### config.mk
export PLATFORM = sky130hd
export DESIGN_NAME = hlr_responder
export DESIGN_NICKNAME = d
export VERILOG_FILES = /design/src/hlr_pkg.sv /design/src/hlr_responder.sv /design/src/hlr_fifo.sv
export VERILOG_INCLUDE_DIRS = /design/src
export SDC_FILE = /design/constraint.sdc
export NUM_CORES = 1
export LEC_CHECK = 0
export ABC_AREA = 1
export BUFFER_PORTS_ARGS = -buffer_cell sky130_fd_sc_hd__buf_2
export CAP_MARGIN = 20
export CORE_MARGIN = 3
export CORE_UTILIZATION = 51
export CTS_CLUSTER_DIAMETER = 50
export DETAILED_ROUTE_END_ITERATION = 8
export PLACE_DENSITY = 0.78
export SYNTH_ARGS = -nofsm -noshare
export SYNTH_HDL_FRONTEND = slang
export SYNTH_SLANG_ARGS = --single-unit
### constraint.sdc
create_clock -name core_clk_i -period 6.7 [get_ports core_clk_i]
set_clock_uncertainty 0.05 [all_clocks]
set_input_delay 0.67 -clock core_clk_i [delete_from_list [all_inputs] [get_ports core_clk_i]]
set_output_delay 0.67 -clock core_clk_i [all_outputs]
set_load 0.005 [all_outputs]
### src/hlr_defs.svh
// Constants of the host link error responder: characters, limits, end codes, port error codes, FIFO shape
`ifndef HLR_DEFS_SVH
`define HLR_DEFS_SVH

// Frame characters
`define HLR_CH_START    8'h40
`define HLR_CH_CR       8'h0D
`define HLR_CH_TERM     8'h2A
`define HLR_CH_W        8'h57
`define HLR_CH_R        8'h52
`define HLR_CH_K        8'h4B
`define HLR_CH_F        8'h46
`define HLR_CH_S        8'h53
`define HLR_CH_C        8'h43
`define HLR_CH_P        8'h50
`define HLR_CH_M        8'h4D
`define HLR_CH_I        8'h49
`define HLR_CH_Q        8'h51
`define HLR_CH_HASH     8'h23
`define HLR_CH_DOLLAR   8'h24
`define HLR_CH_PCT      8'h25

// Frame limits and layout
`define HLR_FRAME_MAX   9'h084
`define HLR_OVF_LIMIT   9'h118
`define HLR_HDR_LEN     9'h005
`define HLR_NODE_MAX    8'h1F
`define HLR_WORD_CHARS  2'h0

// End codes, each nibble one ASCII hex digit of the response
`define HLR_EC_OK       8'h00
`define HLR_EC_RUN      8'h01
`define HLR_EC_MON      8'h02
`define HLR_EC_PM_WP    8'h03
`define HLR_EC_ADDR     8'h04
`define HLR_EC_CHK      8'h13
`define HLR_EC_FMT      8'h14
`define HLR_EC_DATA     8'h15
`define HLR_EC_OPND     8'h16
`define HLR_EC_LEN      8'h18
`define HLR_EC_NOREG    8'h19
`define HLR_EC_SW_WP    8'h23
`define HLR_EC_AB_CHK   8'hA3
`define HLR_EC_AB_FMT   8'hA4
`define HLR_EC_AB_DATA  8'hA5
`define HLR_EC_AB_LEN   8'hA8

// Serial port error codes
`define HLR_PERR_NONE   4'h0
`define HLR_PERR_PAR    4'h1
`define HLR_PERR_OVR    4'h2
`define HLR_PERR_FRM    4'h3

// Body FIFO shape
`define HLR_FIFO_WIDTH  8
`define HLR_FIFO_DEPTH  16

`endif

### src/hlr_pkg.sv
// Types of the host link error responder
package hlr_pkg;
  typedef enum logic [1:0] {
    HLR_ST_IDLE    = 2'b00,
    HLR_ST_BODY    = 2'b01,
    HLR_ST_DISCARD = 2'b10
  } hlr_state_t;

  typedef enum logic [1:0] {
    HLR_MODE_PRG = 2'b00,
    HLR_MODE_MON = 2'b01,
    HLR_MODE_RUN = 2'b10
  } hlr_mode_t;

  typedef enum logic [1:0] {
    HLR_RXE_PARITY  = 2'b00,
    HLR_RXE_OVERRUN = 2'b01,
    HLR_RXE_FRAMING = 2'b10
  } hlr_rxerr_t;
endpackage

### src/hlr_responder.sv
// Host link frame checker and end code generator
//
// Function
// - Only the end code of the first detected error is returned.
// - Commands invalid in run mode answer end code 01.
// - Commands invalid in monitor mode answer end code 02.
// - Program memory changes while software write-protected answer 03.
// - Set-value program address above 65535 answers 04.
// - Check sequence mismatch in single or first frame answers 13.
// - Bad format or split unsplittable command answers 14.
// - Data out of range or too long answers 15.
// - Set-value operand missing from program answers 16.
// - Single or first frame over 132 bytes answers 18.
// - Batch read with nothing registered answers 19.
// - Memory change while write-protect switch is on answers 23.
// - Check sequence mismatch in later frame aborts with A3.
// - Later frame byte count disagreeing with format aborts with A4.
// - Data error in later frame aborts with A5.
// - Later frame over 132 bytes aborts with A8.
// - No carriage return in 280 bytes sets overflow flag, silent.
// - Line errors set error flag and code, reset reception silently.
// - First frame not starting with start character is silently dropped.
// - Wrong, non-hex or over-31 node number is silently dropped.
// - Later write frame with one or two data bytes is check error.
// - Communications error indication is one status bit.
// - Port error code is a four-bit status field.
`include "hlr_defs.svh"
`timescale 1ns/100ps
`default_nettype none
module hlr_responder (
  input  wire logic              core_clk_i,       // Core clock, 125 MHz
  input  wire logic              reset_n_i,        // Synchronous reset, active low
  input  wire logic              rx_valid_i,       // Received byte valid
  input  wire logic [7:0]        rx_data_i,        // Received byte
  output logic                   rx_ready_o,       // Byte accepted
  input  wire logic              rx_err_i,         // Line error pulse
  input  wire hlr_pkg::hlr_rxerr_t rx_err_kind_i,  // Kind of line error
  input  wire logic [4:0]        node_id_i,        // Own node number
  input  wire hlr_pkg::hlr_mode_t mode_i,          // Operating mode
  input  wire logic              pm_protect_i,     // Program memory protected
  input  wire logic              wp_switch_i,      // Write-protect switch
  input  wire logic              sv_addr_over_i,   // Set-value address too high
  input  wire logic              operand_miss_i,   // Operand not in program
  input  wire logic              data_err_i,       // Data out of range
  input  wire logic              rd_registered_i,  // Batch items registered
  output logic                   body_valid_o,     // Body byte available
  input  wire logic              body_ready_i,     // Body byte taken
  output logic [7:0]             body_data_o,      // Body byte
  output logic                   resp_valid_o,     // Response pulse
  output logic                   resp_more_o,      // Intermediate frame ack
  output logic [15:0]            end_code_o,       // End code, two ASCII chars
  output logic                   comm_err_o,       // Communications error bit
  output logic [3:0]             port_err_code_o,  // Port error code field
  output logic                   rx_overflow_o     // Reception overflow bit
);

  // ----------------------------------------------------------------
  // Helpers
  // ----------------------------------------------------------------

  // ASCII hex digit to {valid, value}
  function automatic logic [4:0] hex_dec(input logic [7:0] c);
    logic [4:0] r;
    r = 5'h00;
    if (c >= 8'h30 && c <= 8'h39)
      r = {1'b1, c[3:0]};
    else if (c >= 8'h41 && c <= 8'h46)
      r = {1'b1, c[3:0] + 4'h9};
    return r;
  endfunction

  // Nibble to ASCII hex digit
  function automatic logic [7:0] hex_enc(input logic [3:0] n);
    logic [7:0] r;
    r = (n < 4'hA) ? {4'h3, n} : {4'h4, n - 4'h9};
    return r;
  endfunction

  // ----------------------------------------------------------------
  // State
  // ----------------------------------------------------------------

  hlr_pkg::hlr_state_t state_r;
  logic        first_r;      // Waiting for a single or first frame
  logic [8:0]  cnt_r;        // Bytes in current frame
  logic [7:0]  x_r [4];      // Running check value history
  logic [7:0]  b1_r;         // Last byte
  logic [7:0]  b2_r;
  logic [7:0]  b3_r;
  logic [7:0]  hdr0_r;
  logic [7:0]  hdr1_r;
  logic [7:0]  dat0_r;
  logic [7:0]  dat1_r;
  logic        err_v_r;      // An error is already latched
  logic [7:0]  err_r;
  logic        resp_valid_r;
  logic        resp_more_r;
  logic [7:0]  code_r;
  logic        comm_err_r;
  logic [3:0]  perr_r;
  logic        ovf_r;

  // ----------------------------------------------------------------
  // Byte decode
  // ----------------------------------------------------------------

  wire        fifo_in_ready;
  wire        acc      = rx_valid_i & rx_ready_o & ~rx_err_i;
  wire        is_cr    = (rx_data_i == `HLR_CH_CR);
  wire        in_body  = (state_r == hlr_pkg::HLR_ST_BODY);
  wire        in_idle  = (state_r == hlr_pkg::HLR_ST_IDLE);
  wire [8:0]  cnt_nxt  = cnt_r + 9'h001;
  wire [7:0]  x_nxt    = x_r[0] ^ rx_data_i;
  wire        hdr_done = ~first_r | (cnt_r >= `HLR_HDR_LEN);

  // Node number from previous and current byte
  wire [4:0]  node_hi  = hex_dec(b1_r);
  wire [4:0]  node_lo  = hex_dec(rx_data_i);
  wire [7:0]  node_val = {node_hi[3:0], node_lo[3:0]};
  wire        node_bad = ~node_hi[4] | ~node_lo[4] | (node_val > `HLR_NODE_MAX)
                         | (node_val[4:0] != node_id_i);
  wire        node_chk = acc & in_body & first_r & (cnt_r == 9'h002) & ~is_cr;

  // Frame limits
  wire        len_over = acc & in_body & ~is_cr & (cnt_r == `HLR_FRAME_MAX);
  wire        ovf_hit  = acc & in_body & ~is_cr & (cnt_r == `HLR_OVF_LIMIT - 9'h001);

  // ----------------------------------------------------------------
  // Frame end evaluation
  // ----------------------------------------------------------------

  wire        frm_end  = acc & in_body & is_cr;
  wire        is_last  = (b1_r == `HLR_CH_TERM);
  wire [8:0]  trail    = is_last ? 9'h003 : 9'h002;
  wire [8:0]  hdr_len  = first_r ? `HLR_HDR_LEN : 9'h000;
  wire        too_short = (cnt_r < hdr_len + trail);
  wire [8:0]  dlen     = too_short ? 9'h000 : cnt_r - hdr_len - trail;

  // Received and computed check values
  wire [4:0]  chk_hi   = is_last ? hex_dec(b3_r) : hex_dec(b2_r);
  wire [4:0]  chk_lo   = is_last ? hex_dec(b2_r) : hex_dec(b1_r);
  wire [7:0]  chk_calc = is_last ? x_r[3] : x_r[2];
  wire        chk_bad  = ~chk_hi[4] | ~chk_lo[4]
                         | ({chk_hi[3:0], chk_lo[3:0]} != chk_calc);

  // Command classes from header and leading data characters
  wire        h_w      = (hdr0_r == `HLR_CH_W);
  wire        h_sv     = (hdr1_r == `HLR_CH_HASH) | (hdr1_r == `HLR_CH_DOLLAR)
                         | (hdr1_r == `HLR_CH_PCT);
  wire        c_sv     = (h_w | (hdr0_r == `HLR_CH_R)) & h_sv;
  wire        c_prog   = (h_w & (hdr1_r == `HLR_CH_P))
                         | ((hdr0_r == `HLR_CH_M) & (hdr1_r == `HLR_CH_I));
  wire        c_force  = ((hdr0_r == `HLR_CH_K) & ((hdr1_r == `HLR_CH_S)
                         | (hdr1_r == `HLR_CH_R) | (hdr1_r == `HLR_CH_C)))
                         | ((hdr0_r == `HLR_CH_F) & (hdr1_r == `HLR_CH_K));
  wire        c_write  = h_w | c_force;
  wire        c_pm     = c_prog | (h_w & h_sv);
  wire        c_qqread = (hdr0_r == `HLR_CH_Q) & (hdr1_r == `HLR_CH_Q)
                         & (dat0_r == `HLR_CH_I) & (dat1_r == `HLR_CH_R);
  wire        run_bad  = (c_write | c_prog) & (mode_i == hlr_pkg::HLR_MODE_RUN);
  wire        mon_bad  = c_prog & (mode_i == hlr_pkg::HLR_MODE_MON);

  // Single or first frame: fixed detection order
  logic [7:0] first_code;
  always_comb
  begin
    if (chk_bad)
      first_code = `HLR_EC_CHK;
    else if (too_short | (~is_last & ~c_write))
      first_code = `HLR_EC_FMT;
    else if (run_bad)
      first_code = `HLR_EC_RUN;
    else if (mon_bad)
      first_code = `HLR_EC_MON;
    else if (c_pm & pm_protect_i)
      first_code = `HLR_EC_PM_WP;
    else if (c_pm & wp_switch_i)
      first_code = `HLR_EC_SW_WP;
    else if (c_sv & sv_addr_over_i)
      first_code = `HLR_EC_ADDR;
    else if (data_err_i)
      first_code = `HLR_EC_DATA;
    else if (c_sv & operand_miss_i)
      first_code = `HLR_EC_OPND;
    else if (c_qqread & ~rd_registered_i)
      first_code = `HLR_EC_NOREG;
    else
      first_code = `HLR_EC_OK;
  end

  // Later frame of a split command
  logic [7:0] later_code;
  always_comb
  begin
    if (chk_bad | (c_write & ((dlen == 9'h001) | (dlen == 9'h002))))
      later_code = `HLR_EC_AB_CHK;
    else if (too_short | (dlen[1:0] != `HLR_WORD_CHARS))
      later_code = `HLR_EC_AB_FMT;
    else if (data_err_i)
      later_code = `HLR_EC_AB_DATA;
    else
      later_code = `HLR_EC_OK;
  end

  // Earlier latched error wins over anything found at the end
  wire [7:0]  end_code = err_v_r ? err_r : (first_r ? first_code : later_code);
  wire        end_ok   = (end_code == `HLR_EC_OK);

  // Line error to port error code
  wire [3:0]  perr_nxt = (rx_err_kind_i == hlr_pkg::HLR_RXE_PARITY)  ? `HLR_PERR_PAR :
                         (rx_err_kind_i == hlr_pkg::HLR_RXE_OVERRUN) ? `HLR_PERR_OVR :
                                                                       `HLR_PERR_FRM;

  // Body bytes go to the FIFO once the header is through
  wire        push     = acc & in_body & ~is_cr & hdr_done;
  wire        push_idl = acc & in_idle & ~first_r;

  // ----------------------------------------------------------------
  // Body FIFO
  // ----------------------------------------------------------------

  // Whole stream stalls while the FIFO is full
  assign rx_ready_o = fifo_in_ready;

  hlr_fifo #(
    .WIDTH (`HLR_FIFO_WIDTH),
    .DEPTH (`HLR_FIFO_DEPTH)
  ) u_fifo (
    .core_clk_i  (core_clk_i),
    .reset_n_i   (reset_n_i),
    .in_valid_i  (push | push_idl),
    .in_ready_o  (fifo_in_ready),
    .in_data_i   (rx_data_i),
    .out_valid_o (body_valid_o),
    .out_ready_i (body_ready_i),
    .out_data_o  (body_data_o)
  );

  // ----------------------------------------------------------------
  // Reception sequencer
  // ----------------------------------------------------------------

  // Frame state, byte count and first-frame tracking
  always_ff @(posedge core_clk_i)
  begin
    if (!reset_n_i)
    begin
      state_r <= hlr_pkg::HLR_ST_IDLE;
      first_r <= 1'b1;
      cnt_r   <= 9'h000;
    end
    else if (rx_err_i)
    begin
      state_r <= hlr_pkg::HLR_ST_IDLE;
      first_r <= 1'b1;
      cnt_r   <= 9'h000;
    end
    else if (acc)
    begin
      case (state_r)
        hlr_pkg::HLR_ST_IDLE:
        begin
          cnt_r <= 9'h001;
          if (first_r & (rx_data_i != `HLR_CH_START))
            state_r <= hlr_pkg::HLR_ST_DISCARD;
          else if (~is_cr)
            state_r <= hlr_pkg::HLR_ST_BODY;
        end
        hlr_pkg::HLR_ST_BODY:
        begin
          cnt_r <= cnt_nxt;
          if (is_cr)
          begin
            state_r <= hlr_pkg::HLR_ST_IDLE;
            first_r <= ~end_ok | is_last;
            cnt_r   <= 9'h000;
          end
          else if (ovf_hit | (node_chk & node_bad))
          begin
            state_r <= hlr_pkg::HLR_ST_DISCARD;
            first_r <= 1'b1;
          end
        end
        hlr_pkg::HLR_ST_DISCARD:
        begin
          if (is_cr)
          begin
            state_r <= hlr_pkg::HLR_ST_IDLE;
            cnt_r   <= 9'h000;
          end
        end
        default:
        begin
          state_r <= hlr_pkg::HLR_ST_IDLE;
          first_r <= 1'b1;
          cnt_r   <= 9'h000;
        end
      endcase
    end
  end

  // Check value history and recent bytes
  always_ff @(posedge core_clk_i)
  begin
    if (!reset_n_i)
    begin
      x_r  <= '{default: 8'h00};
      b1_r <= 8'h00;
      b2_r <= 8'h00;
      b3_r <= 8'h00;
    end
    else if (acc)
    begin
      x_r  <= in_idle ? '{rx_data_i, 8'h00, 8'h00, 8'h00}
                      : '{x_nxt, x_r[0], x_r[1], x_r[2]};
      b1_r <= rx_data_i;
      b2_r <= in_idle ? 8'h00 : b1_r;
      b3_r <= in_idle ? 8'h00 : b2_r;
    end
  end

  // Header and leading data characters of the first frame
  always_ff @(posedge core_clk_i)
  begin
    if (!reset_n_i)
    begin
      hdr0_r <= 8'h00;
      hdr1_r <= 8'h00;
      dat0_r <= 8'h00;
      dat1_r <= 8'h00;
    end
    else if (acc & in_body & first_r)
    begin
      if (cnt_r == 9'h003)
        hdr0_r <= rx_data_i;
      if (cnt_r == 9'h004)
        hdr1_r <= rx_data_i;
      if (cnt_r == 9'h005)
        dat0_r <= rx_data_i;
      if (cnt_r == 9'h006)
        dat1_r <= rx_data_i;
    end
  end

  // Length error latched as soon as it is seen
  always_ff @(posedge core_clk_i)
  begin
    if (!reset_n_i | rx_err_i | (acc & ~in_body))
    begin
      err_v_r <= 1'b0;
      err_r   <= `HLR_EC_OK;
    end
    else if (len_over & ~err_v_r)
    begin
      err_v_r <= 1'b1;
      err_r   <= first_r ? `HLR_EC_LEN : `HLR_EC_AB_LEN;
    end
  end

  // ----------------------------------------------------------------
  // Response and status
  // ----------------------------------------------------------------

  // One response per completed frame, silent on dropped frames
  always_ff @(posedge core_clk_i)
  begin
    if (!reset_n_i)
    begin
      resp_valid_r <= 1'b0;
      resp_more_r  <= 1'b0;
      code_r       <= `HLR_EC_OK;
    end
    else
    begin
      resp_valid_r <= frm_end & ~rx_err_i;
      resp_more_r  <= frm_end & ~rx_err_i & end_ok & ~is_last;
      if (frm_end & ~rx_err_i)
      begin
        code_r      <= end_code;
      end
    end
  end

  // Sticky status bits; a new error wins over the clear
  always_ff @(posedge core_clk_i)
  begin
    if (!reset_n_i)
    begin
      comm_err_r <= 1'b0;
      perr_r     <= `HLR_PERR_NONE;
      ovf_r      <= 1'b0;
    end
    else
    begin
      if (rx_err_i)
      begin
        comm_err_r <= 1'b1;
        perr_r     <= perr_nxt;
      end
      else if (frm_end & end_ok)
      begin
        comm_err_r <= 1'b0;
        perr_r     <= `HLR_PERR_NONE;
      end
      if (ovf_hit)
        ovf_r <= 1'b1;
      else if (frm_end & end_ok)
        ovf_r <= 1'b0;
    end
  end

  // Output drive; end code as two ASCII hex digits
  assign resp_valid_o    = resp_valid_r;
  assign resp_more_o     = resp_more_r;
  assign end_code_o      = {hex_enc(code_r[7:4]), hex_enc(code_r[3:0])};
  assign comm_err_o      = comm_err_r;
  assign port_err_code_o = perr_r;
  assign rx_overflow_o   = ovf_r;

endmodule
`default_nettype wire

### src/hlr_fifo.sv
// Synchronous FIFO with valid/ready on both sides
`timescale 1ns/100ps
`default_nettype none
module hlr_fifo #(
  parameter int WIDTH = 8,
  parameter int DEPTH = 16
) (
  input  wire logic             core_clk_i,  // Core clock
  input  wire logic             reset_n_i,   // Synchronous reset, active low
  input  wire logic             in_valid_i,  // Write request
  output logic                  in_ready_o,  // Not full
  input  wire logic [WIDTH-1:0] in_data_i,   // Write data
  output logic                  out_valid_o, // Not empty
  input  wire logic             out_ready_i, // Read accept
  output logic      [WIDTH-1:0] out_data_o   // Head word
);
  localparam int AW = $clog2(DEPTH);

  logic [WIDTH-1:0] mem_r [DEPTH];
  logic [AW-1:0]    wr_ptr_r;
  logic [AW-1:0]    rd_ptr_r;
  logic [AW:0]      level_r;
  wire              push;
  wire              pop;

  // Handshake decode
  assign in_ready_o  = (level_r != DEPTH[AW:0]);
  assign out_valid_o = (level_r != '0);
  assign push        = in_valid_i & in_ready_o;
  assign pop         = out_valid_o & out_ready_i;
  assign out_data_o  = mem_r[rd_ptr_r];

  // Storage
  always_ff @(posedge core_clk_i)
  begin
    if (push)
    begin
      mem_r[wr_ptr_r] <= in_data_i;
    end
  end

  // Pointers and fill level
  always_ff @(posedge core_clk_i)
  begin
    if (!reset_n_i)
    begin
      wr_ptr_r <= '0;
      rd_ptr_r <= '0;
      level_r  <= '0;
    end
    else
    begin
      if (push)
        wr_ptr_r <= wr_ptr_r + 1'b1;
      if (pop)
        rd_ptr_r <= rd_ptr_r + 1'b1;
      level_r <= level_r + {{AW{1'b0}}, push} - {{AW{1'b0}}, pop};
    end
  end
endmodule
`default_nettype wire

# ---- Yosys cells after proc, flatten, opt, wreduce, memory -nomap -nowiden
# Memories as Yosys holds them, arrays and structs flattened. A register that Yosys moved wholly into a read port is not among the register bits.
# Cells that the tools add are included.
dict set report word_totals {
  reg_bits 138
  mem_bits_rw 128
  out_inout_bits 34
  elab_cells 267
  mem_count 1
}
dict set report classes {
  n_addsub 14
  n_lt_le_gt_ge 21
  eq_ne 41
  n_mux 58
  bitwise 82
  reduce_logical 25
}
# memory words word_bits rd rd_ports_with_merged_regs wr line_no
set memory_table {}
lappend memory_table {u_fifo.mem_r 16 8 1 1 1 hlr_fifo.sv:19} ;# logic [WIDTH-1:0] mem_r [DEPTH];
# cell n
set ops {}
lappend ops {{$eq A8 B7 Y1 const B} 15}
lappend ops {{$mux W8} 9}
lappend ops {{$mux W5} 14}
lappend ops {{$and A1 B1 Y1} 41}
lappend ops {{$mux W6} 6}
lappend ops {{$eq A8 B6 Y1 const B} 4}
lappend ops {{$ge A8 B6 Y1 const B} 4}
lappend ops {{$ge A8 B7 Y1 const B} 4}
lappend ops {{$le A8 B6 Y1 const B} 4}
lappend ops {{$le A8 B7 Y1 const B} 4}
lappend ops {{$mux W32} 1}
lappend ops {{$eq A9 B2 Y1 const B} 3}
lappend ops {{$eq A9 B3 Y1 const B} 3}
lappend ops {{$mux W9} 3}
lappend ops {{$pmux W9 S3} 1}
lappend ops {{$or A1 B1 Y1} 25}
lappend ops {{$add A4 B4 Y4 const B} 4}
lappend ops {{$mux W4} 4}
lappend ops {{$not A1 Y1} 15}
lappend ops {{$mux W7} 2}
lappend ops {{$mux W2} 6}
lappend ops {{$reduce_and A2 Y1} 5}
lappend ops {{$add A9 B1 Y9 const B} 1}
lappend ops {{$eq A9 B1 Y1 const B} 1}
lappend ops {{other kinds (36)} 62}

# ---- Depth between registers and ports, before layout
# Gate-level depths: netlist of run 1.
dict set report logic_depth {
  ltp_word 22
  depth_mapped 30
}

# ---- Hierarchy
# Synthesis of run 1 repeated with hierarchy kept, for this count alone.
dict set report unflattened {
  hier_cells 1713
  hier_area_um2 13466.7
}
# module instances cells_each area_per_inst_um2 seq_area_each_um2
set modules_own_cells {}
lappend modules_own_cells {hlr_responder 1 1058 7000.5 2322.2}
lappend modules_own_cells {hlr_fifo 1 655 6466.2 4184.0}

# ---- Worst setup path before layout of run 1
# Ideal clock, no wire load.
dict set report synth_path {
  path_type {register -> register}
  from {reg b1_r[0]}
  to {reg first_r}
  arrival_ns 3.498
  t_required_ns 6.537
  path_slack_ns 3.039
  path_stages_with_launch 30
  n_path_buf 1
  period_less_slack_ns 3.661
  cell_sequence {dfxtp_1 inv_1 ha_1 nand2_1 nor3_4 nand2_4 inv_2 buf_6 fa_1 inv_1 ha_1 nor2_1 inv_1 ha_1 inv_1 nand2_1 and2_1 nor2_1 nand3_1 a22oi_1 nand3_1 nand3_1 nand2_1 o21ai_1 nand3_1 nor2_1 and2_1 nand3_1 nand2_1 nand2_1}
}
dict set report synth_between {
  elab_chain_len 17
}
# item line_no
set synth_lines {}
lappend synth_lines {{from (decl)} hlr_responder.sv:87} ;# logic [7:0] b1_r;
lappend synth_lines {{from (signal assigned)} hlr_responder.sv:316} ;# b1_r <= rx_data_i;
lappend synth_lines {{$eq A8 B6 Y1 (no source line) (tied with other cells)} n/a}
lappend synth_lines {{$mux W1 or $logic_and A1 B1 Y1 (tied branches)} {hlr_responder.sv:134, hlr_responder.sv:67}}
lappend synth_lines {{$add A3 B2 Y4 or $mux W5 (tied branches)} {hlr_responder.sv:136, hlr_responder.sv:67}}
lappend synth_lines {{$lt A9 B4 Y1 or $mux W5 (tied branches)} {hlr_responder.sv:136, hlr_responder.sv:65}}
lappend synth_lines {{$mux W9 or $mux W5 (tied branches)} {hlr_responder.sv:137, hlr_responder.sv:141}}
lappend synth_lines {{$eq A9 B1 Y1 (tied with other cells)} hlr_responder.sv:195} ;# if (chk_bad | (c_write & ((dlen == 9'h001) | (dlen == 9'h002))))
lappend synth_lines {{$or A1 B1 Y1 (on tied branches)} {hlr_responder.sv:195, hlr_responder.sv:143}}
lappend synth_lines {{$and A1 B1 Y1 or $or A1 B1 Y1 (tied branches)} {hlr_responder.sv:195, hlr_responder.sv:144}}
lappend synth_lines {{$or A1 B1 Y1} hlr_responder.sv:195}
lappend synth_lines {{$mux W8} hlr_responder.sv:195}
lappend synth_lines {{$mux W8 (2 in series)} hlr_responder.sv:206} ;# wire [7:0] end_code = err_v_r ? err_r : (first_r ? first_code : later_code);
lappend synth_lines {{$logic_not A8 Y1 (no source line)} n/a}
lappend synth_lines {{$not A1 Y1} hlr_responder.sv:275} ;# first_r <= ~end_ok | is_last;
lappend synth_lines {{$or A1 B1 Y1} hlr_responder.sv:275}
lappend synth_lines {{$mux W1} hlr_responder.sv:272} ;# if (is_cr)
lappend synth_lines {{$pmux W1 S2} hlr_responder.sv:260} ;# case (state_r)
lappend synth_lines {{to (signal assigned)} hlr_responder.sv:275}
lappend synth_lines {{to (decl)} hlr_responder.sv:84} ;# logic first_r;
# Several ways; a longest one is shown, not always the timed one.
# A chain may end at the register's enable or synchronous reset.

# ---- Worst setup path after layout of run 1
dict set report layout_path {
  from {reg b1_r[0]}
  to {reg perr_r[1] (netlist: port_err_code_o[1])}
}
dict set report layout_between {
  elab_chain_len 15
}
# item line_no
set layout_lines {}
lappend layout_lines {{$eq A8 B6 Y1 (no source line) (tied with other cells)} n/a}
lappend layout_lines {{$mux W1 or $logic_and A1 B1 Y1 (tied branches)} {hlr_responder.sv:134, hlr_responder.sv:67}}
lappend layout_lines {{$add A3 B2 Y4 or $mux W5 (tied branches)} {hlr_responder.sv:136, hlr_responder.sv:67}}
lappend layout_lines {{$lt A9 B4 Y1 or $mux W5 (tied branches)} {hlr_responder.sv:136, hlr_responder.sv:65}}
lappend layout_lines {{$mux W9 or $mux W5 (tied branches)} {hlr_responder.sv:137, hlr_responder.sv:141}}
lappend layout_lines {{$eq A9 B1 Y1 (tied with other cells)} hlr_responder.sv:195}
lappend layout_lines {{$or A1 B1 Y1 (on tied branches)} {hlr_responder.sv:195, hlr_responder.sv:143}}
lappend layout_lines {{$and A1 B1 Y1 or $or A1 B1 Y1 (tied branches)} {hlr_responder.sv:195, hlr_responder.sv:144}}
lappend layout_lines {{$or A1 B1 Y1} hlr_responder.sv:195}
lappend layout_lines {{$mux W8} hlr_responder.sv:195}
lappend layout_lines {{$mux W8 * (2 in series)} hlr_responder.sv:206}
lappend layout_lines {{$logic_not A8 Y1 (no source line) *} n/a}
lappend layout_lines {{$and A1 B1 Y1 *} hlr_responder.sv:400} ;# else if (frm_end & end_ok)
lappend layout_lines {{$reduce_bool A2 Y1 (no source line) *} n/a}
lappend layout_lines {{to (signal assigned)} hlr_responder.sv:390} ;# perr_r <= `HLR_PERR_NONE;
lappend layout_lines {{to (signal assigned)} hlr_responder.sv:398} ;# perr_r <= perr_nxt;
lappend layout_lines {{to (signal assigned)} hlr_responder.sv:403} ;# perr_r <= `HLR_PERR_NONE;
lappend layout_lines {{to (decl)} hlr_responder.sv:100} ;# logic [3:0] perr_r;
# Mark *: on every way between the ends. The rest lies on a longest branch, timed or not.

==> metrics.cfg, run 1 <==
[timing]
drv_slew = 0
rsz0062_at_grt = no
period_needed_ns = 4.317
period_share = 0.6443
relSlewSlack = 0.2628
max_freq_mhz = 231.7
setup_viol = 0
worst_slew_pin_slew_ns = 1.105
setup_tns_ns = 0
hold_viol_final = 0

[floorplanning]
start_util = 0.5269
coreArea_um2 = 24750
die_area_um2 = 27520
die_x_um = 165.9
die_h_um = 165.9
num_rows = 57
ios = 62

[clock_tree]
root_buffer = clkbuf_16
clock-sinks = 261
htreeDepth = 1
tritoncts = built
cts_hold_buffers = 0
post_cts_buffers = 0
cts_resized = 0
clk_latency_ns = 0.54
cts_made_buffers = 28
clock_path_buffers = 3
cts.reportedPaths.clkPinSlew_ns = 0.06

[placed_design]
dp_cells = 1879
portBuffers = 57
dpl.hpwl_mm = 21.26
gp_congestion = 0.9302

[grt]
grt_pass1_vias = 9987
grt_start_max_net_pins = 97
grt_pass1_wl_mm = 49.81
grt_antenna_before_repair = 0
track_usage = 0.2158
grt_overflow = 0

[run]
maxCapViolCount = 0

[final_layout]
area_growth_pct = 10.55
layout_commonest_cell = nand2_1
layoutNonFillerInstCount = 1932
fin_nets = 1658
fillers = 2120
mostFrequentLayoutCells = 247 x nand2_1, 206 x inv_1, 165 x nor2_1
post-route-util = 0.5825
drive_above_1_share = 0.08706
regArea_um2 = 6510
diodes = 0
multiInputGateArea_um2 = 5487

[route]
drt_first_iter_violations = 917
wl_per_cell_um = 15.81
wl_mm = 30.55
route.detailed.drc = 0
drtPass1Iterations = 6
ant_nets = 0
via_per_inst = 5.487
routed-via-count = 10600

[synthesis]
yosysWarnings = 0
synth.distinct_cells = 50
avgSynthCellArea_um2 = 8.418
ys_seq_area_frac = 0.4989
synth_enable_flop_cells = 128
ys.flop_type = dfxtp_1
async_flop_share = 0
synth_area_um2 = 13040
postSynthCellCount = 1549
ys_ff_latch = 261

[pwr]
ir_drop_mv = 0.2500
p_per_area_nw_per_um2 = 272.8
power_leakage_nw = 5.857

[worst_setup_path]
crit_path_max_fanout = 25
cp.arrival_ns = 4.64
critPathCaptureType = flop
path_class = reg -> reg
cp-start-kind = flop
cp.required_ns = 7.02

[worst_hold_path]
min_path_type = in -> reg

[status]
status = complete, no violations

[final cells by class]
| cell class | instances | share of cell area |
|---|---|---|
| multi-input combinational | 1018 | 0.3806 |
| inverter | 213 | 0.05546 |
| clock inverter | 17 | 0.008939 |
| timing repair buffer | 64 | 0.02343 |
| sequential | 261 | 0.4516 |
| tap | 324 | 0.02812 |
| clock buffer | 35 | 0.05190 |
[cells in the mapped netlist (8+ instances only)]
master	n	area [µm²]
a211oi_1	27	202.7
a21oi_1	128	640.6
clkbuf_1	43	161.4
dfxtp_1	133	2663
edfxtp_1	128	3844
ha_1	42	525.5
inv_1	206	773.2
mux2i_1	32	320.3
nand2_1	247	927.1
nand3_1	106	530.5
nand4_1	12	75.07
nor2_1	165	619.3
nor3_1	21	105.1
o211ai_1	34	255.2
o21ai_0	122	610.6
xor2_1	8	70.07
[critical path, stage by stage (launching register included)]
cell and delay [ns]:
dfxtp_1 0.41, inv_1 0.11, ha_1 0.21, nand2_1 0.11
nor3_4 0.06, nand2_4 0.25, inv_2 0.18, fa_1 0.53
inv_1 0.05, ha_1 0.17, nor2_1 0.12, inv_1 0.06
ha_1 0.17, inv_1 0.06, nand2_1 0.06, and2_1 0.16
nor2_1 0.12, nand3_1 0.10, a22oi_1 0.17, nand3_1 0.15
nand3_1 0.11, nand2_1 0.07, o21ai_1 0.13, nand3_1 0.08
nor2_1 0.16, nand3_2 0.15, nand3_1 0.10, a21oi_1 0.06
[metrics by stage]
step	hold slack [ns]	setup WS (ns)	area [µm²]	power, mW
final	0.3902	2.383	14420	3.933
after detailed placement	0.4087	2.459	13530	2.497
after floorplan	0.3799	3.039	13050	2.296
after CTS	0.3765	2.440	14410	3.947
after global routing	0.3983	1.856	14420	4.125
after global placement	0.4030	2.609	13520	2.480
[path summary, 6_finish.rpt]
| path | endpoint | slack (ns) | depth (start not counted) | from |
|---|---|---|---|---|
| max | port_err_code_o[1] | 2.38 | 27 | b1_r[0] |
| min reg2reg | comm_err_o | 0.42 | 2 | comm_err_o |
| max reg2reg | port_err_code_o[1] | 2.38 | 27 | b1_r[0] |
| min | port_err_code_o[0] | 0.39 | 3 | rx_err_i |
[report_power, final]
part | internal [mW] | switching (mW) | leakage (nW)
logic | 0.239 | 0.410 | 3.20
clock network | 0.837 | 0.628 | 0.425
registers | 1.73 | 0.0931 | 2.23
total | 2.80 | 1.13 | 5.86
[routing by layer]
layer / GRT usage / share of wire / vias to the layer above
met5: 0 / 0 / -
met4: 0.05533 / 0.018 / 0
met3: 0.02571 / 0.068 / 44
met2: 0.3617 / 0.48 / 339
met1: 0.3004 / 0.44 / 4949
li1: - / - / 5269
[sequential cells by signal, summed over array words and instances, names as in the netlist, 8 cells and up, named ones only]
register and flops:
u_fifo.mem_r 128, x_r 32, cnt_r 9, b1_r 8, b2_r 8, b3_r 8
dat0_r 8, dat1_r 8, hdr0_r 8, hdr1_r 8
[cells by family (layout without fill, tap and decap cells)]
logic type,count (synthesis),after routing,synth area share
AOI/OAI and AO/OA,329,329,0.1413
xor gates and xnor gates,15,15,0.01008
adders and majority gates,44,44,0.04337
buffers and inverters,273,329,0.08252
DFF,261,261,0.4989
muxes,32,32,0.02456
other,1,4,0.0002876
and+or+nand+nor,594,594,0.1989
Power figures use the tool's default switching activity.
==> run 2, diff against run 1 <==
clock period = 4.5 ns   (was 6.7 ns; I/O delays follow)
==> run 2 against run 1 <==
  * Non-clock buffer count up 7
  * First-iteration DRC count increased by 15%
  * Critical endpoint is now first_r
  * Via count is 2.1% higher
  * Critical path depth stayed put
  * Sequential power grew 49%
==> metrics.cfg, run 2 (synthesis results as in run 1) <==
[status]
status = complete, no violations  ; unchanged

[clock_tree]
clk_latency_ns = 0.56  ; was 0.54 ns
cts_resized = 0  ; unchanged
post_cts_buffers = 0  ; unchanged
clock_path_buffers = 3  ; unchanged
cts.reportedPaths.clkPinSlew_ns = 0.06  ; about the same
cts_hold_buffers = 0  ; unchanged
cts_made_buffers = 28  ; unchanged
root_buffer = clkbuf_16  ; unchanged
tritoncts = built  ; unchanged
htreeDepth = 1  ; unchanged
clock-sinks = 261  ; unchanged

[timing]
drv_slew = 0  ; unchanged
period_needed_ns = 4.070  ; was 4.317 ns
max_freq_mhz = 245.7  ; was 231.7 MHz
setup_viol = 0  ; unchanged
worst_slew_pin_slew_ns = 1.091  ; was 1.105 ns
setup_tns_ns = 0  ; unchanged
period_share = 0.9044  ; was 0.6443
relSlewSlack = 0.2725  ; was 0.2628
hold_viol_final = 0  ; unchanged
setup_slack_ns = 0.4304  ; was 2.383 ns
rsz0062_at_grt = no  ; unchanged

[worst_setup_path]
crit_start = b1_r[0]  ; unchanged
rrSetupSlack_ns = 0.43  ; was 2.38 ns
crit_path_max_fanout = 11  ; was 25
cp.arrival_ns = 4.46  ; was 4.64 ns
worst_path_max_delay_cell = fa_1  ; unchanged
ff2ff_path_depth = 27  ; unchanged
cp-start-kind = flop  ; unchanged
path_class = reg -> reg  ; unchanged
r2r_start = b1_r[0]  ; unchanged
cp.required_ns = 4.89  ; was 7.02 ns
cpPeakStageDelay_ns = 0.46  ; was 0.53 ns
critPathCaptureType = flop  ; unchanged
reg2reg_to = first_r  ; was port_err_code_o[1]

[placed_design]
dp_cells = 1885  ; was 1879
portBuffers = 57  ; unchanged
gp_congestion = 0.9072  ; was 0.9302
dpl.hpwl_mm = 21.79  ; was 21.26 mm
pre_cts_slack_ns = 0.4169  ; was 2.459 ns

[final_layout]
mostFrequentLayoutCells = 247 x nand2_1, 206 x inv_1, 165 x nor2_1  ; unchanged
largest_register_ffs = 128  ; unchanged
multiInputGateArea_um2 = 5487  ; unchanged
drive_above_1_share = 0.09783  ; was 0.08706
layoutNonFillerInstCount = 1940  ; was 1932
area_growth_pct = 12.38  ; was 10.55%
regArea_um2 = 6510  ; unchanged
post-route-util = 0.5921  ; was 0.5825
reg.largest.list = u_fifo.mem_r: 128 flops, x_r: 32 flops, cnt_r: 9 flops  ; unchanged
largest_register = u_fifo.mem_r  ; unchanged
fillers = 2084  ; was 2120
fin_nets = 1665  ; was 1658
layout_commonest_cell = nand2_1  ; unchanged

[grt]
grt_pass1_wl_mm = 51.67  ; was 49.81 mm
grt_antenna_before_repair = 1  ; was 0
track_usage = 0.2232  ; was 0.2158
grt_start_max_net_pins = 97  ; unchanged
grt_pass1_vias = 10510  ; was 9987
grt_overflow = 0  ; unchanged

[pwr]
ir_drop_mv = 0.2832  ; was 0.2500 mV
power_frac_clock = 0.404  ; was 0.373
p_per_area_nw_per_um2 = 422.8  ; was 272.8 nW/µm²
power.switching_mw = 1.737  ; was 1.131 mW
power.total_mw = 6.195  ; was 3.933 mW
power_leakage_nw = 5.976  ; was 5.857 nW
pwr-share-comb = 0.159  ; was 0.165
seq_power_share = 0.437  ; was 0.462
p_sw_frac = 0.2804  ; was 0.2877
p_int_mw = 4.458  ; was 2.802 mW

[worst_hold_path]
hp-start = rx_err_i  ; unchanged
min_to = port_err_code_o[0]  ; unchanged
min_path_type = in -> reg  ; unchanged
whs_path_depth = 3  ; unchanged

[floorplanning]
start_util = 0.5269  ; unchanged
die_area_um2 = 27520  ; unchanged
ios = 62  ; unchanged
die_x_um = 165.9  ; unchanged
num_rows = 57  ; unchanged
coreArea_um2 = 24750  ; unchanged
die_h_um = 165.9  ; unchanged

[route]
drt_first_iter_violations = 1058  ; was 917
ant_nets = 0  ; unchanged
routed-via-count = 10820  ; was 10600
drtPass1Iterations = 8  ; was 6
wl_per_cell_um = 16.28  ; was 15.81 µm
route.detailed.drc = 0  ; unchanged
via_per_inst = 5.577  ; was 5.487
wl_mm = 31.58  ; was 30.55 mm

[run]
maxCapViolCount = 0  ; unchanged

==> run 2: area by class of cell <==
cell class	instances	share of cell area
antenna	1	0.0001708
sequential	261	0.4442
multi-input combinational	1018	0.3744
clock buffer	37	0.05567
clock inverter	15	0.01597
tap	324	0.02766
inverter	213	0.05473
timing repair buffer	71	0.02715
==> run 2: metal layers <==
| metal | wire length [µm] | vias to the layer above | track usage |
|---|---|---|---|
| li1 | - | 5281 | - |
| met1 | 13340 | 5116 | 0.2972 |
| met2 | 15200 | 359 | 0.3789 |
| met3 | 2194 | 64 | 0.03047 |
| met4 | 847 | 0 | 0.07342 |
| met5 | 0 | - | 0 |
==> run 2: how the worst max path moves through the flow <==
stage	endpoint	slack (ns)	depth (start not counted)
2_1_floorplan	first_r	0.84	29
4_1_cts	first_r	0.39	27
3_5_place_dp	first_r	0.42	27
6_report	first_r	0.43	27
5_1_grt	first_r	0.04	27
3_3_place_gp	first_r	0.64	26
==> run 2: power groups by stage <==
stage	logic, mW	clock network [mW]	registers [mW]
3_3_place_gp	0.935	0	2.76
6_report	0.986	2.50	2.71
4_1_cts	0.981	2.52	2.71
2_1_floorplan	0.758	0	2.66
5_1_grt	1.12	2.62	2.72
3_5_place_dp	0.971	0	2.76
==> run 2: worst max-delay path: cells and delay by family, from the launching register on <==
kind	cells	cell delay (ns)
adder cells (fa/ha/maj)	4	0.99
buffers and inverters	4	0.38
AO/OA/AOI/OAI	2	0.32
AND/OR/NAND/NOR	17	1.88
flip-flops	1	0.35
==> run 2: metrics by stage <==
step                      cell area (µm²)  hold slack, ns
after floorplan                     13050          0.3799
after global placement              13580          0.3989
after detailed placement            13580          0.4046
after CTS                           14630          0.1443
after global routing                14650          0.1622
final                               14650          0.1514
==> run 3, diff against run 2 <==
clock period = 5.2 ns   (was 4.5 ns; I/O delays follow)
==> run 3 against run 2 <==
  * Core utilization shrank 0.76 points
  * Routed wire length shrank 1.6%
  * Global-route usage shrank 0.35 points
  * Combinational power shrank 14%
  * Via count shrank 2.8%
  * Setup slack gained 0.44 ns
  * Critical path depth grew 1
  * Largest cell class unchanged
==> metrics.cfg, run 3 (synthesis results as in run 1) <==
[route]
wl_mm = 31.09  ; was 31.58 mm
route.detailed.drc = 0  ; unchanged
ant_nets = 0  ; unchanged
drt_first_iter_violations = 782  ; was 1058
wl_per_cell_um = 16.07  ; was 16.28 µm
via_per_inst = 5.436  ; was 5.577
drtPass1Iterations = 7  ; was 8
routed-via-count = 10520  ; was 10820

[timing]
relSlewSlack = 0.2629  ; was 0.2725
rsz0062_at_grt = no  ; unchanged
hold_viol_final = 0  ; unchanged
worst_slew_pin_slew_ns = 1.106  ; was 1.091 ns
setup_tns_ns = 0  ; unchanged
setup_viol = 0  ; unchanged
period_share = 0.8317  ; was 0.9044
drv_slew = 0  ; unchanged
period_needed_ns = 4.325  ; was 4.070 ns
max_freq_mhz = 231.2  ; was 245.7 MHz

[final_layout]
mostFrequentLayoutCells = 247 x nand2_1, 206 x inv_1, 165 x nor2_1  ; unchanged
reg.largest.list = u_fifo.mem_r: 128 flops, x_r: 32 flops, cnt_r: 9 flops  ; unchanged
drive_above_1_share = 0.08944  ; was 0.09783
largest_register = u_fifo.mem_r  ; unchanged
largest_register_ffs = 128  ; unchanged
area_growth_pct = 10.93  ; was 12.38%
layout_commonest_cell = nand2_1  ; unchanged
fin_nets = 1660  ; was 1665

[placed_design]
portBuffers = 57  ; unchanged
dpl.hpwl_mm = 21.44  ; was 21.79 mm
gp_congestion = 0.9193  ; was 0.9072

[clock_tree]
cts_hold_buffers = 0  ; unchanged
clk_latency_ns = 0.54  ; was 0.56 ns
tritoncts = built  ; unchanged
clock-sinks = 261  ; unchanged
cts_made_buffers = 28  ; unchanged
post_cts_buffers = 0  ; unchanged
htreeDepth = 1  ; unchanged
clock_path_buffers = 3  ; unchanged
cts_resized = 0  ; unchanged
cts.reportedPaths.clkPinSlew_ns = 0.06  ; about the same
root_buffer = clkbuf_16  ; unchanged

[worst_setup_path]
cpPeakStageDelay_ns = 0.54  ; was 0.46 ns
path_class = reg -> reg  ; unchanged
crit_family = simple AND/OR/NAND/NOR gates  ; unchanged
critPathCaptureType = flop  ; unchanged
cp-start-kind = flop  ; unchanged
cp.arrival_ns = 4.70  ; was 4.46 ns
cp.required_ns = 5.57  ; was 4.89 ns
cp.buffers_inverters = 5  ; was 4
worst_path_max_delay_cell = fa_1  ; unchanged
crit_path_max_fanout = 25  ; was 11

[grt]
grt_antenna_before_repair = 1  ; unchanged
grt_pass1_wl_mm = 50.40  ; was 51.67 mm
grt_start_max_net_pins = 97  ; unchanged
grt_overflow = 0  ; unchanged
grt_pass1_vias = 10040  ; was 10510
track_usage = 0.2197  ; was 0.2232

[floorplanning]
die_h_um = 165.9  ; unchanged
coreArea_um2 = 24750  ; unchanged
die_area_um2 = 27520  ; unchanged
start_util = 0.5269  ; unchanged
die_x_um = 165.9  ; unchanged
num_rows = 57  ; unchanged
ios = 62  ; unchanged

[pwr]
p_per_area_nw_per_um2 = 355.6  ; was 422.8 nW/µm²
ir_drop_mv = 0.2863  ; was 0.2832 mV
power.total_mw = 5.144  ; was 6.195 mW
power_leakage_nw = 5.881  ; was 5.976 nW

[status]
status = complete, no violations  ; unchanged

[run]
maxCapViolCount = 0  ; unchanged

[worst_hold_path]
min_path_type = in -> reg  ; unchanged

==> run 3: changes by cell type in the layout (fill, tap and decap cells not counted), sizes merged <==
cell / before / now
buf: 71 / 66
inv: 213 / 212
clkinv: 9 / 15
bufinv: 4 / 3
clkbuf: 37 / 33
==> run 3: worst paths after layout <==
path | start | cells past startpoint | slack [ns] | to
worst max-delay path | b1_r[0] | 28 | 0.88 | first_r
worst min-delay path | rx_err_i | 3 | 0.25 | port_err_code_o[1]
worst max register to register | b1_r[0] | 28 | 0.88 | first_r
worst min register to register | comm_err_o | 2 | 0.41 | comm_err_o
==> run 3: power by group <==
group | switching [mW] | total (mW) | internal [mW]
clock network | 0.813 | 1.96 | 1.14
logic | 0.532 | 0.845 | 0.312
registers | 0.120 | 2.34 | 2.22
total | 1.47 | 5.14 | 3.68
==> run 3: metal layers <==
metal  wire length [µm]  global-route usage  vias to the layer above  part of all wire
li1                   -                   -                     5266                 -
met1              13620              0.3001                     4863              0.44
met2              14580              0.3648                      340              0.47
met3               2192             0.03356                       50             0.070
met4                705             0.06582                        0             0.023
met5                  0                   0                        -                 0
==> run 3: per-stage QoR <==
stage | hold slack (ns) | cell area [µm²] | cells | utilization | setup WS [ns]
after floorplan | 0.3799 | 13050 | 1552 | - | 1.539
after global placement | 0.4030 | 13540 | 1880 | 0.5471 | 1.098
after detailed placement | 0.4045 | 13540 | 1880 | 0.5471 | 0.9572
after CTS | 0.2298 | 14450 | 1932 | 0.5838 | 0.9239
after global routing | 0.2492 | 14470 | 1935 | 0.5845 | 0.4022
final | 0.2518 | 14470 | 1935 | 0.5845 | 0.8750
==> run 3: cell type report <==
class,instances,area [µm²]
Tap cell,324,405.4
Multi-Input combinational cell,1018,5487
Fill cell,2129,10280
Inverter,213,799.5
Sequential cell,261,6510
Clock inverter,19,188.9
Antenna cell,1,2.502
Timing Repair Buffer,66,352.8
Clock buffer,33,719.4
==> run 3: tightest hold or removal path, cell delays in order <==
cell     delay (ns)
buf_2          0.12
o21ai_0        0.07
a21oi_1        0.07
